<file path="src/common/bcx_pkg.sv">
/*
 * Shared constants and carrier types for the branch, call and stack
 * extension decoder.
 * Assumes a core clock split into four phases per instruction cycle.
 */
package bcx_pkg;

	// Widths of the program counter, data pointers and relative offsets
	localparam int PC_W = 21;
	localparam int PTR_W = 12;
	localparam int OFS_W = 11;

	// Phase numbers within one instruction cycle
	localparam logic [1:0] PH_Q1 = 2'h0;
	localparam logic [1:0] PH_Q2 = 2'h1;
	localparam logic [1:0] PH_Q4 = 2'h3;
	localparam logic [1:0] PH_RESET = 2'h0;

	// Opcode patterns
	localparam logic [7:0] OP_CARRY_CLEAR = 8'he3;
	localparam logic [7:0] OP_NEG_CLEAR = 8'he7;
	localparam logic [4:0] OP_REL_CALL = 5'h1b;
	localparam logic [15:0] OP_SOFT_RESET = 16'h00ff;
	localparam logic [15:0] OP_CALL_WORK = 16'h0014;
	localparam logic [7:0] OP_PTR_ADD = 8'he8;
	localparam logic [7:0] OP_PTR_SUB = 8'he9;
	localparam logic [7:0] OP_PUSH_LIT = 8'hea;
	localparam logic [7:0] OP_MOVE = 8'heb;
	localparam logic [3:0] OP_MOVE_WORD2 = 4'hf;
	localparam logic [1:0] PTR_THIRD = 2'h3;
	localparam logic [1:0] PTR_SEL_THIRD = 2'h2;

	// Highest file address that becomes an offset in indexed mode
	localparam logic [7:0] IDX_LIMIT = 8'h5f;

	// Program counter change request
	typedef struct packed {
		logic write;
		logic [PC_W-1:0] target;
	} bcx_pc_cmd_type;

	// Return stack request
	typedef struct packed {
		logic push;
		logic pop;
		logic [PC_W-1:0] data;
	} bcx_stack_cmd_type;

	// File select pointer update
	typedef struct packed {
		logic write;
		logic [1:0] sel;
		logic [PTR_W-1:0] value;
	} bcx_ptr_cmd_type;

	// Data memory access
	typedef struct packed {
		logic write;
		logic [PTR_W-1:0] addr;
		logic [7:0] data;
	} bcx_mem_cmd_type;

	// The three file select pointers as the core holds them
	typedef struct packed {
		logic [PTR_W-1:0] p2;
		logic [PTR_W-1:0] p1;
		logic [PTR_W-1:0] p0;
	} bcx_ptrs_type;

endpackage

</file>
<file path="src/design/bcx_target_calc.sv">
/*
 * Relative target adder: incremented PC plus twice a signed offset.
 * Assumes the PC input already points past the current instruction.
 */
`timescale 1ns/1ns
`default_nettype none
module bcx_target_calc #(
	parameter int PCW = 21,
	parameter int OW = 11
) (
	// Operands
	input wire logic [PCW-1:0] pcNow,
	input wire logic [OW-1:0] offset,
	// Result
	output logic [PCW-1:0] target
);
	// Sign extend, double, add; the sum wraps in the program space
	wire logic [PCW-1:0] scaled;
	assign scaled = {{(PCW-OW-1){offset[OW-1]}}, offset, 1'b0};
	assign target = pcNow + scaled;
endmodule
`default_nettype wire

</file>
<file path="src/design/bcx_decoder.sv">
/*
 * Decode and execute for relative branches, relative call, software
 * reset and the optional stack-oriented extension with indexed offsets.
 * Assumes fetch holds a word for a whole four-phase cycle, pcNow already
 * incremented, and the core applies the commands issued in Q4.
 */
`timescale 1ns/1ns
`default_nettype none
module bcx_decoder
	import bcx_pkg::*;
(
	// Clock and reset
	input wire logic clk,
	input wire logic rst,
	// Fetch side
	input wire logic instrValid,
	input wire logic [15:0] instrWord,
	input wire logic [PC_W-1:0] pcNow,
	// Core state
	input wire logic carryFlag,
	input wire logic negFlag,
	input wire logic [7:0] workReg,
	input wire logic [PC_W-9:0] pcLatch,
	input wire logic [PC_W-1:0] stackTop,
	input wire bcx_ptrs_type ptrs,
	input wire logic [7:0] memRdData,
	// Configuration pin
	input wire logic extSetConfig,
	// Commands to the core
	output bcx_pc_cmd_type pcCmd,
	output bcx_stack_cmd_type stackCmd,
	output bcx_ptr_cmd_type ptrCmd,
	output bcx_mem_cmd_type memCmd,
	output logic memRead,
	output logic [PTR_W-1:0] memRdAddr,
	output logic softReset,
	output logic idxActive,
	output logic [PTR_W-1:0] idxAddr,
	output logic fetchFlush
);
	typedef enum logic [1:0] {ST_RUN, ST_IDLE, ST_MOVE2} bcx_state_type;

	// Pointer select shared by the adjust and literal-push paths
	function automatic logic [PTR_W-1:0] ptrOf(bcx_ptrs_type p,
		logic [1:0] s);
		case (s)
			2'h0: ptrOf = p.p0;
			2'h1: ptrOf = p.p1;
			default: ptrOf = p.p2;
		endcase
	endfunction

	bcx_state_type state, next_state;
	logic [1:0] phase;
	logic extMeta, extOn;
	logic [7:0] srcData;
	logic [15:0] firstWord;

	// Configuration bit crosses in through two flops
	always_ff @(posedge clk or posedge rst) begin
		if (rst) begin
			extMeta <= 1'b0;
			extOn <= 1'b0;
		end else begin
			extMeta <= extSetConfig;
			extOn <= extMeta;
		end
	end

	// Decode of the held word
	wire logic live, atQ4, isCarryBr, isNegBr, isRelCall, isSoftRst;
	wire logic isCallW, isAdd, isSub, isPush, isMove, isUnlink, taken;
	wire logic isFileOp;
	assign live = instrValid && state == ST_RUN;
	assign atQ4 = phase == PH_Q4;
	assign isCarryBr = instrWord[15:8] == OP_CARRY_CLEAR;
	assign isNegBr = instrWord[15:8] == OP_NEG_CLEAR;
	assign isRelCall = instrWord[15:11] == OP_REL_CALL;
	assign isSoftRst = instrWord == OP_SOFT_RESET;
	// extended opcodes only exist while the bit is set
	assign isCallW = extOn && instrWord == OP_CALL_WORK;
	assign isAdd = extOn && instrWord[15:8] == OP_PTR_ADD;
	assign isSub = extOn && instrWord[15:8] == OP_PTR_SUB;
	assign isPush = extOn && instrWord[15:8] == OP_PUSH_LIT;
	assign isMove = extOn && instrWord[15:8] == OP_MOVE;
	// pointer field three means adjust and return
	assign isUnlink = (isAdd || isSub) && instrWord[7:6] == PTR_THIRD;
	assign taken = (isCarryBr && !carryFlag) || (isNegBr && !negFlag);
	// Byte and bit oriented opcodes that carry a file field
	assign isFileOp = (instrWord[15:12] != 4'h0 && instrWord[15:12] <= 4'hb)
		|| instrWord[15:9] == 7'h01;

	// short offsets sign-extended to the call width
	wire logic [OFS_W-1:0] offset;
	wire logic [PC_W-1:0] relTarget;
	assign offset = isRelCall ? instrWord[10:0]
		: {{(OFS_W-8){instrWord[7]}}, instrWord[7:0]};
	bcx_target_calc #(.PCW(PC_W), .OW(OFS_W)) u_bcx_target_calc (
		.pcNow(pcNow),
		.offset(offset),
		.target(relTarget)
	);

	// Q4 command values; everything idle outside Q4
	wire logic [1:0] ptrSel;
	wire logic [PTR_W-1:0] ptrVal, lit6, ptr2;
	wire logic jump, moveDone;
	// Nets, since each field has its own continuous assignment
	wire bcx_pc_cmd_type next_pcCmd;
	wire bcx_stack_cmd_type next_stackCmd;
	wire bcx_ptr_cmd_type next_ptrCmd;
	wire bcx_mem_cmd_type next_memCmd;
	assign ptr2 = ptrs.p2;
	assign ptrSel = isPush ? PTR_SEL_THIRD : instrWord[7:6];
	assign ptrVal = ptrOf(ptrs, ptrSel);
	assign lit6 = {{(PTR_W-6){1'b0}}, instrWord[5:0]};
	// jumps that leave an idle cycle
	assign jump = live && (taken || isRelCall || isCallW || isUnlink);
	assign moveDone = state == ST_MOVE2 && instrValid
		&& instrWord[15:12] == OP_MOVE_WORD2;
	assign next_pcCmd.write = atQ4 && jump;
	assign next_pcCmd.target = isUnlink ? stackTop
		: isCallW ? {pcLatch, workReg} : relTarget;
	// next address goes on the stack with the PC write
	assign next_stackCmd.push = atQ4 && live && (isRelCall || isCallW);
	assign next_stackCmd.pop = atQ4 && live && isUnlink;
	assign next_stackCmd.data = pcNow;
	assign next_ptrCmd.write = atQ4 && live && (isAdd || isSub || isPush);
	assign next_ptrCmd.sel = isUnlink ? PTR_SEL_THIRD : ptrSel;
	assign next_ptrCmd.value = isPush ? ptrVal - 12'h001
		: isSub ? ptrVal - lit6 : ptrVal + lit6;
	// second word writes absolute or indexed destination
	assign next_memCmd.write = atQ4 && ((live && isPush) || moveDone);
	assign next_memCmd.addr = moveDone ? (firstWord[7] ?
		ptr2 + {{(PTR_W-7){1'b0}}, instrWord[6:0]} : instrWord[11:0])
		: ptr2;
	assign next_memCmd.data = moveDone ? srcData : instrWord[7:0];

	// State after each instruction cycle
	always_comb begin
		next_state = state;
		if (atQ4) begin
			case (state)
				ST_RUN: begin
					if (jump)
						next_state = ST_IDLE;
					else if (live && isMove)
						next_state = ST_MOVE2;
				end
				default: next_state = ST_RUN;
			endcase
		end
	end

	// Phase counter and sequencing
	always_ff @(posedge clk or posedge rst) begin
		if (rst) begin
			phase <= PH_RESET;
			state <= ST_RUN;
		end else begin
			phase <= phase + 2'h1;
			state <= next_state;
		end
	end

	// Command pulses, all registered
	always_ff @(posedge clk or posedge rst) begin
		if (rst) begin
			pcCmd <= '0;
			stackCmd <= '0;
			ptrCmd <= '0;
			memCmd <= '0;
		end else begin
			pcCmd <= next_pcCmd;
			stackCmd <= next_stackCmd;
			ptrCmd <= next_ptrCmd;
			memCmd <= next_memCmd;
		end
	end

	// reset pulse appears in Q2; the core clears as on master clear
	always_ff @(posedge clk or posedge rst) begin
		if (rst)
			softReset <= 1'b0;
		else
			softReset <= phase == PH_Q1 && live && isSoftRst;
	end

	// source read of the move, captured in Q4 for the second word
	always_ff @(posedge clk or posedge rst) begin
		if (rst) begin
			memRead <= 1'b0;
			memRdAddr <= '0;
			srcData <= '0;
			firstWord <= '0;
		end else begin
			memRead <= phase == PH_Q1 && live && isMove;
			memRdAddr <= ptr2 + {{(PTR_W-7){1'b0}}, instrWord[6:0]};
			if (atQ4 && live && isMove) begin
				srcData <= memRdData;
				firstWord <= instrWord;
			end
		end
	end

	// low access-bank files become third-pointer offsets
	always_ff @(posedge clk or posedge rst) begin
		if (rst) begin
			idxActive <= 1'b0;
			idxAddr <= '0;
		end else if (phase == PH_Q1) begin
			idxActive <= live && extOn && isFileOp && !instrWord[8]
				&& instrWord[7:0] <= IDX_LIMIT;
			idxAddr <= ptr2 + {{(PTR_W-8){1'b0}}, instrWord[7:0]};
		end
	end

	// Fetch discards the word of an idle cycle
	assign fetchFlush = state == ST_IDLE;

	chk_carry_taken: assert property (@(posedge clk) disable iff (rst)
		atQ4 && live && isCarryBr && !carryFlag |=>
		pcCmd.write && pcCmd.target == $past(relTarget))
		else $error("carry-clear branch not taken");
	chk_carry_held: assert property (@(posedge clk) disable iff (rst)
		atQ4 && live && isCarryBr && carryFlag |=> !pcCmd.write ##1
		state == ST_RUN)
		else $error("carry-clear branch wrongly taken");
	chk_neg_branch: assert property (@(posedge clk) disable iff (rst)
		atQ4 && live && isNegBr |=> pcCmd.write == !$past(negFlag))
		else $error("negative-clear branch wrong");
	chk_idle_cycle: assert property (@(posedge clk) disable iff (rst)
		pcCmd.write |-> fetchFlush [*4] ##1 !fetchFlush)
		else $error("jump idle cycle not four phases");
	chk_call_push: assert property (@(posedge clk) disable iff (rst)
		stackCmd.push |-> pcCmd.write && stackCmd.data == $past(pcNow))
		else $error("call push not with pc write");
	chk_reset_q2: assert property (@(posedge clk) disable iff (rst)
		softReset |-> phase == PH_Q2 && $past(instrWord) == OP_SOFT_RESET)
		else $error("soft reset outside Q2");
	chk_ext_gate: assert property (@(posedge clk) disable iff (rst)
		ptrCmd.write || memRead |-> $past(extOn))
		else $error("extension acted while disabled");
	chk_push_dec: assert property (@(posedge clk) disable iff (rst)
		memCmd.write && ptrCmd.write |->
		ptrCmd.value == memCmd.addr - 12'h001 && ptrCmd.sel == 2'h2)
		else $error("literal push pointer not decremented");
	chk_unlink_ret: assert property (@(posedge clk) disable iff (rst)
		stackCmd.pop |-> pcCmd.write && ptrCmd.write && ptrCmd.sel == 2'h2)
		else $error("adjust and return incomplete");
endmodule
`default_nettype wire

</file>
<file path="config.mk">
export PLATFORM = sky130hd
export DESIGN_NAME = bcx_decoder
export DESIGN_NICKNAME = d
export VERILOG_FILES = /design/src/common/bcx_pkg.sv /design/src/design/bcx_target_calc.sv /design/src/design/bcx_decoder.sv
export SDC_FILE = /design/constraint.sdc
export NUM_CORES = 1
export LEC_CHECK = 0
export ABC_CLOCK_PERIOD_IN_PS = 8700
export BUFFER_PORTS_ARGS = -buffer_cell sky130_fd_sc_hd__buf_2
export CORE_ASPECT_RATIO = 1.25
export CORE_MARGIN = 2
export CORE_UTILIZATION = 40
export DETAILED_ROUTE_END_ITERATION = 6
export PLACE_DENSITY = 0.67
export RECOVER_POWER = 25
export SYNTH_ARGS = -nofsm -noshare
export SYNTH_HDL_FRONTEND = slang
export SYNTH_SLANG_ARGS = --single-unit
</file>
<file path="constraint.sdc">
create_clock -name clk -period 8.7 [get_ports clk]
set_input_delay 0.435 -clock clk [delete_from_list [all_inputs] [get_ports clk]]
set_output_delay 0.435 -clock clk [all_outputs]
set_load 0.005 [all_outputs]
</file>
==> Implementation_results.wiki, run 1 <==
{| class="wikitable"
! Metric !! Value
|-
| Status || complete, but fails checks
|-
| Violations in the final reports || capacitance limit, slew limit
|-
| Post-detailed-route count of antenna-violating nets || 0
|-
| Clock tree from TritonCTS || built
|-
| Setup repair after global routing missed its margin || no
|-
| Complex-gate fraction of the synthesized area || roughly 15%
|-
| Deepest clock path buffer count || 2
|-
| Primary flip-flop cell chosen by synthesis mapping || sky130_fd_sc_hd__dfrtp_1
|-
| Highest attainable clock frequency || 242 MHz
|-
| Relative slew slack || -32.3%
|-
| Post-Synthesis Cell Area || between 0.006 and 0.007 mm²
|-
| Latest clock arrival within the worst-skew pair || between 0.4 and 0.5 ns
|-
| Width of the chip || around 120 µm
|-
| Largest family of logic cells by synthesized area || compound AO/OA/AOI/OAI gates
|-
| First-pass GRT wire length || approximately 31,000 µm
|-
| Power density over the cells || around 200 mW/mm²
|-
| Startpoint of the most critical register-to-register path || extOn
|-
| Fraction of synthesis flops using an asynchronous set or reset pin || 100%
|-
| Area growth from synthesis to layout || 29.2%
|-
| Commonest cells after routing, fill and taps aside || sky130_fd_sc_hd__buf_2, sky130_fd_sc_hd__dfrtp_1, sky130_fd_sc_hd__a21oi_1
|-
| Routed vias/inst || about 5.2
|-
| Synth Area in Simple Gates || 13.1%
|-
| Most common cell after layout, fill and taps aside || sky130_fd_sc_hd__buf_2
|-
| Overall via count from detail_route || 5,927
|-
| Total negative slack || 0 ns
|-
| Actual slew at the worst max-slew pin || just under 2 ns
|-
| Total I/O pin count || 238
|-
| Count of warnings emitted by yosys || 0
|-
| Reg2Reg Setup Slack || approximately 4.6 ns
|-
| Kind of end point of the critical path || register
|-
| Path class of the lowest-slack min-delay path || in -> reg
|-
| Number of gates resized after cts || 0
|-
| Number of antenna cells inserted || 0
|-
| Setup Crit Path Kind || in -> reg
|-
| Fraction of synthesized cell area in xor and xnor cells || 6.31%
|-
| Drt wl/cell || between 15 and 20 µm
|-
| Number of detailed-routing iterations run before antenna repair || 4
|-
| Signal arrival time at the worst endpoint || 4.47 ns
|-
| Beginning of the worst hold path || pcNow[0]
|-
| Vias in the first global route || 5,996
|-
| P_leak || ~0.0042 µW
|-
| Post-route cell area || 0.00861 mm²
|-
| Placed standard-cell area || between 0.008 and 0.009 mm²
|-
| Post-synthesis sequential area ratio || a little under half
|-
| Initial DRC count || around 360
|-
| Post-synth EDFFs || 0
|-
| Endpoint of the worst hold path || stackCmd[0]
|-
| Initial antenna violation count || 1
|-
| Total number of placement rows || 52
|-
| Maximum capacitance violations || 1
|-
| Count of mapped cells out of synthesis || 670
|-
| Post-synthesis area per instance || 9.95 µm²
|-
| Longest individual stage delay on the worst path || 0.63 ns
|-
| Final weighted congestion in routability-driven placement || ~0.90
|-
| Req. time, crit path || between 9 and 10 ns
|-
| Adder-cell area share of the yosys netlist || under 10%
|-
| Root buffer cell || sky130_fd_sc_hd__clkbuf_16
|-
| Clk slew on worst S/H paths || approximately 0.06 ns
|-
| Slowest stage cell, crit path || sky130_fd_sc_hd__or3b_1
|-
| Global routing usage summed across all routing layers || a little under a quarter
|-
| Share of layout cells above drive strength 1 || around 30%
|-
| Synth unique cells || 57
|-
| Area of the core || 0.0163 mm²
|-
| Hold buffers post-CTS || 0
|-
| Effective utilization at floorplan || between 40% and 50%
|-
| Hold Vio Cnt, Final || 0
|-
| Total congestion overflow || 0
|-
| Total count of max-transition violations in the final report || 46
|-
| Post-CTS Setup Inserts || 0
|-
| R2R Path End || ptrCmd[10]
|-
| DRC violations left || 0
|-
| Worst R2R Path Depth || 15
|-
| Crit path cell chain || buf_2 > nand3_1 > nor2_2 > nand4b_1 > or3b_1 > nor2b_1 > buf_4 > o21ai_0 > ha_1 > inv_1 > fa_1 > a21o_1 > a21oi_1 > o21ai_0 > o41ai_1 > o21bai_1 > a21oi_1 > xnor2_1
|-
| Startpoint type of the worst setup path || primary input
|-
| Maximum fanout encountered on the critical timing path || 24
|-
| Hold path cells || 1
|-
| Mux cell area share after synthesis || about 7.5%
|-
| Height of the chip || between 100 and 150 µm
|-
| Deepest level of the CTS H-tree || 4
|-
| Area of the die || 0.0177 mm²
|-
| Worst clock skew || between 0.006 and 0.007 ns
|-
| Final net count || ~1,100
|-
| Port Buffer Count || 237
|-
| Number of clock sinks || between 100 and 150
|-
| Post-DP HPWL || roughly 16,000 µm
|-
| Final critical delay including setup and external delays || approximately 4.1 ns
|-
| Core occupancy in the finished layout || 52.9%
|-
| Cts bufs inserted || 17
|-
| Worst VDD drop || approximately 0.00010 V
|-
| Final worst path period share || 47.4%
|-
| Post-synth net total || ~840
|-
| Final Setup Violations || 0
|-
| Maximum number of pins on one net before global-route repair || 80
|-
| Seq cells post-synth || 123
|-
| DRT Wirelength || 20,200 µm
|}
## final cells by class
cell class,instances,area (µm²)
timing repair buffer,242,1190
clock buffer,17,425
clock inverter,15,179
inverter,21,80.1
fill,1570,7650
multi-input combinational,497,3390
tap,216,270
sequential,123,3080
## registers in the layout (all words and copies together) (netlist names)
signal     count
idxActive      1
pcCmd         22
stackCmd      23
firstWord      1
extOn          1
srcData        8
memRdAddr     12
idxAddr       12
phase          2
extMeta        1
memCmd        21
state          2
softReset      1
memRead        1
ptrCmd        15
## metrics by stage
step / power, µW / hold slack [ns] / instances / worst slack [ns]
after detailed placement: 1010 / 0.350 / 1099 / 4.17
after floorplan: 860 / 0.331 / 670 / 4.93
after CTS: 1750 / 0.0853 / 1131 / 4.58
after global placement: 1010 / 0.362 / 1099 / 4.33
final: 1730 / 0.140 / 1131 / 4.57
after global routing: 1820 / 0.121 / 1131 / 4.11
## worst max-delay path: cells and delay by family
| kind | cells | cell delay (ns) |
|---|---|---|
| AO/OA/AOI/OAI | 7 | 1.49 |
| AND/OR/NAND/NOR | 5 | 1.44 |
| adder cells (fa/ha/maj) | 2 | 0.59 |
| buffers and inverters | 3 | 0.39 |
| XOR/XNOR | 1 | 0.13 |
## worst max-delay path by stage
stage / cells after the start / slack [ns] / from / endpoint
final: 18 / 4.57 / instrWord[15] / ptrCmd[10]
after global routing: 18 / 4.11 / instrWord[15] / ptrCmd[10]
after CTS: 18 / 4.58 / instrWord[15] / ptrCmd[10]
after detailed placement: 18 / 4.17 / instrWord[15] / ptrCmd[10]
after global placement: 18 / 4.33 / instrWord[14] / ptrCmd[10]
after floorplan: 19 / 4.93 / instrWord[14] / ptrCmd[10]
## report_power, final
| group | total, µW | switching (µW) | internal (µW) |
|---|---|---|---|
| registers | 653 | 18.0 | 635 |
| clock network | 727 | 294 | 433 |
| logic | 347 | 190 | 157 |
## logic make-up after synthesis
kind of cell / count (synthesis)
adders and majority gates: 45
DFF: 123
muxes: 47
AOI/OAI and AO/OA: 169
buffers and inverters: 50
and+or+nand+nor: 188
xor gates and xnor gates: 48
## cells in the mapped netlist, drive strengths merged (3+ instances only)
| library cell | count | share of area (%) |
|---|---|---|
| clkbuf | 21 | 1.2 |
| nor2 | 67 | 3.8 |
| nor3 | 8 | 0.68 |
| mux2 | 25 | 4.2 |
| o21bai | 3 | 0.34 |
| xnor2 | 29 | 3.8 |
| o32ai | 4 | 0.53 |
| mux2i | 22 | 3.3 |
| o21ai | 27 | 2.0 |
| o21a | 4 | 0.45 |
| nor4 | 3 | 0.28 |
| ha | 42 | 7.9 |
| nand3 | 9 | 0.68 |
| nor3b | 5 | 0.56 |
| o22ai | 5 | 0.47 |
| inv | 21 | 1.2 |
| a31oi | 8 | 0.75 |
| fa | 3 | 0.90 |
| a21oi | 81 | 6.1 |
| buf | 8 | 0.66 |
| xor2 | 19 | 2.5 |
| or3 | 3 | 0.28 |
| nand2 | 60 | 3.4 |
| dfrtp | 123 | 46 |
| nand4 | 5 | 0.47 |
| nand2b | 7 | 0.66 |
| a21o | 16 | 1.8 |
| nor2b | 8 | 0.75 |
## layer usage
| layer | GRT usage, % | vias up | wire, µm | share of wire [%] |
|---|---|---|---|---|
| li1 | - | 2830 | - | - |
| met1 | 27.5 | 2778 | 8060 | 40 |
| met3 | 6.02 | 46 | 1500 | 7.4 |
| met4 | 10.4 | 2 | 690 | 3.4 |
| met5 | 0 | - | 10 | 0.050 |
| met2 | 39.2 | 271 | 9910 | 49 |
No activity file was read; power rests on OpenSTA's default activity.
==> run 2: changes to the inputs <==
--- a/config.mk
+++ b/config.mk
@@ -5,13 +5,13 @@
 export SDC_FILE = /design/constraint.sdc
 export NUM_CORES = 1
 export LEC_CHECK = 0
-export ABC_CLOCK_PERIOD_IN_PS = 8700
+export ABC_CLOCK_PERIOD_IN_PS = 3500
 export BUFFER_PORTS_ARGS = -buffer_cell sky130_fd_sc_hd__buf_2
 export CORE_ASPECT_RATIO = 1.25
 export CORE_MARGIN = 2
 export CORE_UTILIZATION = 40
 export DETAILED_ROUTE_END_ITERATION = 6
-export PLACE_DENSITY = 0.67
+export PLACE_DENSITY = 0.69
 export RECOVER_POWER = 25
 export SYNTH_ARGS = -nofsm -noshare
 export SYNTH_HDL_FRONTEND = slang
==> constraint.sdc (replaced) <==
create_clock -name clk -period 3.5 [get_ports clk]
set_input_delay 0.175 -clock clk [delete_from_list [all_inputs] [get_ports clk]]
set_output_delay 0.175 -clock clk [all_outputs]
set_load 0.005 [all_outputs]
==> run 2 against run 1 <==
Net effect:
- the run now ends clean
- sequential share of layout area is 2.2 points lower
- final cell count rose by 5.7%
- clock power grew 140%
- total power up 150%
- worst setup slack lost 4.4 ns
- flip-flop and latch count stayed put
- final area grew 6.5%
- critical path depth is 4 lower
- sequential power is 150% higher
- wire length up 7.6%
- global-route usage increased by 1.6 points
- largest cell class unchanged
==> Implementation_results.wiki, run 2 (same netlist as run 1, synthesis figures left out) <==
{| class="wikitable"
! Metric !! Value
|-
| Most common cell after layout, fill and taps aside || sky130_fd_sc_hd__buf_2
|-
| Latest clock arrival within the worst-skew pair || 0.42 ns (about the same)
|-
| Relative slew slack || 39.4% (+72 points)
|-
| Initial DRC count || 385 (+7.8%)
|-
| Routed vias/inst || 5.26 (+0.38%)
|-
| Final critical delay including setup and external delays || around 3.3 ns
|-
| Kind of cell adding the most delay to the critical path || compound AO/OA/AOI/OAI gates
|-
| Clk slew on worst S/H paths || 0.06 ns (about the same)
|-
| Total congestion overflow || 0 (unchanged)
|-
| Post-DP HPWL || 16,300 µm (+4.8%)
|-
| Commonest cells after routing, fill and taps aside || sky130_fd_sc_hd__buf_2, sky130_fd_sc_hd__dfrtp_1, sky130_fd_sc_hd__a21oi_1
|-
| P_leak || 0.00439 µW (+4.7%)
|-
| Final Setup Violations || 0 (unchanged)
|-
| Final WS setup || 0.193 ns (-4.38 ns)
|-
| Fin Hold WS || 0.0165 ns (-0.124 ns)
|-
| Post-detailed-route count of antenna-violating nets || 0 (unchanged)
|-
| Power density over the cells || 469 mW/mm² (+130%)
|-
| Deepest clock path buffer count || 2 (unchanged)
|-
| Cts bufs inserted || 17 (unchanged)
|-
| Share of layout cells above drive strength 1 || 28.0% (-2.3 points)
|-
| Maximum number of pins on one net before global-route repair || 65 (-19%)
|-
| Highest attainable clock frequency || slightly above 300 MHz
|-
| Area growth from synthesis to layout || 37.5%
|-
| Status || completed
|-
| Root buffer cell || sky130_fd_sc_hd__clkbuf_16
|-
| Actual slew at the worst max-slew pin || 0.904 ns (-1.07 ns)
|-
| Cell Count Post-Placement || 1,116 (+1.5%)
|-
| Deepest level of the CTS H-tree || 4 (unchanged)
|-
| Clock tree from TritonCTS || built
|-
| Flip-flop count of the largest register after layout || 23 (unchanged)
|-
| Initial antenna violation count || 1 (unchanged)
|-
| Final net count || 1,139 (+5.9%)
|-
| Width of the chip || 119 µm (unchanged)
|-
| First-pass GRT wire length || 33,300 µm (+6.1%)
|-
| Signal arrival time at the worst endpoint || 3.65 ns (-0.82 ns)
|-
| Finished Layout Cells || 1,195 (+5.7%)
|-
| Area of the die || 0.0177 mm² (unchanged)
|-
| Crit path buf inv count || 1 (-2)
|-
| Crit path cell chain || nand4b_1 > or3b_1 > nor2b_2 > o21ai_1 > ha_1 > inv_1 > fa_1 > a21o_1 > a21oi_2 > o21ai_1 > o41ai_2 > o21bai_1 > a21oi_2 > xnor2_1
|-
| Startpoint type of the worst setup path || register
|-
| Fillers || 1,471 (-6.3%)
|-
| Global routing usage summed across all routing layers || 24.7% (+1.6 points)
|-
| Total I/O pin count || 238 (unchanged)
|-
| Number of detailed-routing iterations run before antenna repair || 4 (unchanged)
|-
| Height of the chip || 148 µm (unchanged)
|-
| DRC violations left || 0 (unchanged)
|-
| Req. time, crit path || 3.84 ns (-5.20 ns)
|-
| Worst setup slack after placement || 0.0111 ns (-4.16 ns)
|-
| Number of clock sinks || 123 (unchanged)
|-
| Maximum fanout encountered on the critical timing path || 6 (-75%)
|-
| Vias in the first global route || 6,432 (+7.3%)
|-
| Effective utilization at floorplan || 41.0% (unchanged)
|-
| Overall via count from detail_route || 6,286 (+6.1%)
|-
| Registers with the highest flip-flop counts || stackCmd (23), pcCmd (22), memCmd (21)
|-
| Area taken by multi-input logic gates || 0.00342 mm² (+0.70%)
|-
| Worst clock skew || 0.00533 ns (-0.00156 ns)
|-
| Path class of the lowest-slack min-delay path || in -> reg
|-
| FF/Latch Area || 0.00308 mm² (unchanged)
|-
| Total count of max-transition violations in the final report || 0 (-100%)
|-
| Worst VDD drop || 0.000302 V (+190%)
|-
| Total number of placement rows || 52 (unchanged)
|-
| Drt wl/cell || 18.2 µm (+1.8%)
|-
| Register containing the most flip-flops in the final layout || stackCmd
|-
| Slowest stage cell, crit path || sky130_fd_sc_hd__or3b_1
|-
| Maximum capacitance violations || 0 (-1)
|-
| Final worst path period share || 94.5%
|-
| Port Buffer Count || 237 (unchanged)
|-
| Hold Vio Cnt, Final || 0 (unchanged)
|-
| Area of the core || 0.0163 mm² (unchanged)
|-
| Setup Crit Path Kind || reg -> reg
|-
| Longest individual stage delay on the worst path || 0.41 ns (-0.22 ns)
|-
| Kind of end point of the critical path || register
|-
| DRT Wirelength || 21,700 µm (+7.6%)
|-
| Final weighted congestion in routability-driven placement || 0.905 (+0.98%)
|}
## run 2: repair_timing
item / in CTS / in global routing
resized for setup: 0 / 7
hold endpoints to repair: 105 / 0
setup endpoints to repair: 0 / 2
hold buffers: 45 / 0
setup buffers: 0 / 1
## run 2: stage by stage
stage | setup TNS, ns | power [µW] | cell area (µm²) | utilization, %
global route | -0.00571 | 4490 | 9170 | 56.4
CTS | 0 | 4330 | 9210 | 56.6
detailed placement | 0 | 2540 | 8180 | 50.3
finish | 0 | 4290 | 9170 | 56.4
floorplan | 0 | 2140 | 6670 | -
global placement | 0 | 2530 | 8180 | 50.3
## run 2: final cells by class
type	count	share of cell area, %
Inverter	21	0.887
Timing Repair Buffer	305	18.9
Sequential cell	123	33.6
Clock buffer	17	4.64
Tap cell	216	2.95
Clock inverter	15	1.71
Antenna cell	1	0.0273
Multi-Input combinational cell	497	37.3
## run 2: final timing paths
| check | from | endpoint | slack [ns] | cells after the start |
|---|---|---|---|---|
| setup / recovery | extOn | ptrCmd[10] | 0.19 | 14 |
| hold / removal | pcLatch[9] | pcCmd[17] | 0.02 | 3 |
| setup reg to reg | extOn | ptrCmd[10] | 0.19 | 14 |
| hold reg to reg | extMeta | extOn | 0.40 | 0 |
| max in group asynchronous | rst | memRdAddr[1] | 2.12 | 4 |
| min in group asynchronous | rst | pcCmd[9] | 0.47 | 3 |
## run 2: tightest hold or removal path, cell delays in order
cell and delay, ns:
sky130_fd_sc_hd__buf_2 0.08, sky130_fd_sc_hd__o22ai_1 0.05, sky130_fd_sc_hd__nor2_1 0.09
## run 2: report_power, final
group	internal (µW)	total, µW	leakage [µW]	switching [µW]
logic	429	928	0.00264	499
registers	1580	1620	0.00148	47.0
clock network	1010	1740	0.000276	737
## run 2: metal layers
layer | vias to the layer above | GRT usage (%) | share of wire [%]
met5 | - | 0 | 0
li1 | 2957 | - | -
met1 | 2961 | 27.9 | 38
met3 | 54 | 6.44 | 7.6
met2 | 314 | 43.3 | 50
met4 | 0 | 11.6 | 4.0
==> run 3: changes to the inputs <==
--- a/config.mk
+++ b/config.mk
@@ -9,9 +9,9 @@
 export BUFFER_PORTS_ARGS = -buffer_cell sky130_fd_sc_hd__buf_2
 export CORE_ASPECT_RATIO = 1.25
 export CORE_MARGIN = 2
-export CORE_UTILIZATION = 40
+export CORE_UTILIZATION = 25
 export DETAILED_ROUTE_END_ITERATION = 6
-export PLACE_DENSITY = 0.69
+export PLACE_DENSITY = 0.47
 export RECOVER_POWER = 25
 export SYNTH_ARGS = -nofsm -noshare
 export SYNTH_HDL_FRONTEND = slang
==> run 3 against run 2 <==
Net effect:
- hold slack lost 0.0019 ns
- non-clock buffer count grew 13
- via count shrank 2.4%
- combinational power grew 2.8%
- final area grew 3.2%
- sequential power is essentially flat
==> Implementation_results.wiki, run 3 (same netlist as run 1, synthesis figures left out) <==
{| class="wikitable"
! Metric !! Value
|-
| Status || completed
|-
| Share of layout cells above drive strength 1 || 28.0% (-0.065 points)
|-
| Registers with the highest flip-flop counts || stackCmd (23), pcCmd (22), memCmd (21)
|-
| Signal arrival time at the worst endpoint || 3.55 ns (-0.10 ns)
|-
| Total negative slack || 0 ns (unchanged)
|-
| Area of the die || 0.0280 mm² (+58%)
|-
| Effective utilization at floorplan || 25.5% (-15 points)
|-
| Actual slew at the worst max-slew pin || 0.908 ns (+0.00369 ns)
|-
| Deepest level of the CTS H-tree || 4 (unchanged)
|-
| Startpoint type of the worst setup path || register
|-
| Cell Count Post-Placement || 1,248 (+12%)
|-
| Deepest clock path buffer count || 2 (unchanged)
|-
| Vias in the first global route || 6,286 (-2.3%)
|-
| Total congestion overflow || 0 (unchanged)
|-
| Port Buffer Count || 237 (unchanged)
|-
| Initial DRC count || 274 (-29%)
|-
| Routed vias/inst || 4.61 (-12%)
|-
| Initial antenna violation count || 0 (-1)
|-
| Width of the chip || 150 µm (+26%)
|-
| Cts bufs inserted || 17 (unchanged)
|-
| Finished Layout Cells || 1,331 (+11%)
|-
| Global routing usage summed across all routing layers || 17.2% (-7.5 points)
|-
| Commonest cells after routing, fill and taps aside || sky130_fd_sc_hd__buf_2, sky130_fd_sc_hd__dfrtp_1, sky130_fd_sc_hd__a21oi_1
|-
| Final weighted congestion in routability-driven placement || 0.825 (-8.9%)
|-
| Total number of placement rows || 66 (+27%)
|-
| Post-CTS Setup Inserts || 0 (unchanged)
|-
| Fin Hold WS || 0.0145 ns (-0.00195 ns)
|-
| Final net count || 1,152 (+1.1%)
|-
| Maximum fanout encountered on the critical timing path || 10 (+4)
|-
| DRC violations left || 0 (unchanged)
|-
| Overall via count from detail_route || 6,137 (-2.4%)
|-
| Req. time, crit path || 3.80 ns (-0.04 ns)
|-
| Register containing the most flip-flops in the final layout || stackCmd
|-
| Path class of the lowest-slack min-delay path || in -> reg
|-
| Post-DP HPWL || 18,800 µm (+16%)
|-
| Clk slew on worst S/H paths || 0.06 ns (about the same)
|-
| Final Setup Violations || 0 (unchanged)
|-
| Final worst path period share || 92.8% (-1.6 points)
|-
| Setup Crit Path Kind || reg -> reg
|-
| Most common cell after layout, fill and taps aside || sky130_fd_sc_hd__buf_2
|-
| P_leak || 0.00447 µW (+1.7%)
|-
| Kind of end point of the critical path || register
|-
| Number of detailed-routing iterations run before antenna repair || 5 (+1)
|-
| Relative slew slack || 39.5% (+0.082 points)
|-
| Maximum capacitance violations || 0 (unchanged)
|-
| Hold Vio Cnt, Final || 0 (unchanged)
|-
| Power density over the cells || 464 mW/mm² (-0.97%)
|-
| Height of the chip || 187 µm (+26%)
|-
| Latest clock arrival within the worst-skew pair || 0.43 ns (about the same)
|-
| Worst clock skew || 0.0145 ns (+0.00913 ns)
|-
| First-pass GRT wire length || 36,100 µm (+8.3%)
|-
| Setup repair after global routing missed its margin || no
|-
| Number of clock sinks || 123 (unchanged)
|-
| Highest attainable clock frequency || 308 MHz (+1.8%)
|-
| Post-detailed-route count of antenna-violating nets || 0 (unchanged)
|-
| Drt wl/cell || 17.9 µm (-1.2%)
|-
| Number of antenna cells inserted || 0 (-1)
|-
| Flip-flop count of the largest register after layout || 23 (unchanged)
|-
| Area growth from synthesis to layout || 41.9%
|-
| Clock tree from TritonCTS || built
|-
| Total I/O pin count || 238 (unchanged)
|-
| Final critical delay including setup and external delays || 3.25 ns (-0.0573 ns)
|-
| Total count of max-transition violations in the final report || 0 (unchanged)
|-
| Maximum number of pins on one net before global-route repair || 68 (+4.6%)
|-
| Root buffer cell || sky130_fd_sc_hd__clkbuf_16
|-
| DRT Wirelength || 23,900 µm (+10%)
|-
| Area of the core || 0.0261 mm² (+60%)
|-
| Reg2Reg Setup Slack || 0.25 ns (+0.06 ns)
|-
| Worst VDD drop || 0.000323 V (+7.0%)
|}
## run 3: final timing paths
check,depth (start not counted),start,end
worst max register to register,14,extOn,ptrCmd[11]
min in group asynchronous,3,rst,pcCmd[18]
worst min-delay path,3,stackTop[3],pcCmd[3]
max in group asynchronous,4,rst,ptrCmd[7]
worst min register to register,0,extMeta,extOn
worst max-delay path,14,extOn,ptrCmd[11]
## run 3: per-layer routing
metal  track usage (%)  vias to the layer above  wire (µm)
li1                  -                     2972          -
met1              20.6                     2922       9910
met2              30.3                      228      12100
met3              4.55                       15       1650
met4              4.10                        0        251
met5                 0                        -          0
## run 3: layout make-up
type / count / area, µm²
inverters: 21 / 81.3
flip-flops and latches: 123 / 3080
repair buffers: 318 / 1860
clock inverters: 11 / 136
well taps: 340 / 425
fillers: 2734 / 16600
clock buffers: 21 / 470
multi-input cells: 497 / 3400
## run 3: power by group
group / internal (µW) / leakage [µW] / switching, µW
clock network: 1110 / 0.000290 / 692
logic: 439 / 0.00270 / 515
registers: 1580 / 0.00148 / 49.3
total: 3130 / 0.00447 / 1260
## run 3: stage by stage
| stage | area (µm²) | worst slack (ns) | util, % | total power (µW) |
|---|---|---|---|---|
| 2_1_floorplan | 6670 | 0.0541 | - | 2140 |
| 3_3_place_gp | 8410 | 0.0866 | 32.2 | 2590 |
| 3_5_place_dp | 8410 | 0.00754 | 32.2 | 2590 |
| 4_1_cts | 9530 | 0.253 | 36.5 | 4470 |
| 5_1_grt | 9460 | 0.00898 | 36.2 | 4630 |
| 6_report | 9460 | 0.250 | 36.2 | 4390 |
## run 3: critical path, cell delays in order, from the launching register on
cell and delay, ns:
sky130_fd_sc_hd__dfrtp_1 0.35, sky130_fd_sc_hd__nand4b_1 0.12, sky130_fd_sc_hd__buf_4 0.19, sky130_fd_sc_hd__nor3b_1 0.31
sky130_fd_sc_hd__mux2_2 0.37, sky130_fd_sc_hd__nand2_1 0.09, sky130_fd_sc_hd__ha_1 0.22, sky130_fd_sc_hd__nor2b_1 0.15
sky130_fd_sc_hd__o31a_1 0.27, sky130_fd_sc_hd__nor4_1 0.17, sky130_fd_sc_hd__a21oi_1 0.08, sky130_fd_sc_hd__or3_1 0.31
sky130_fd_sc_hd__a31oi_1 0.21, sky130_fd_sc_hd__o21ai_0 0.14, sky130_fd_sc_hd__xnor2_1 0.14
## run 3: timing repair
item / 4_1_cts / 5_1_grt
endpoints found under the hold margin: 111 / 0
hold buffers: 51 / 0
setup endpoints to repair: 0 / 1
gates resized for setup: 0 / 2
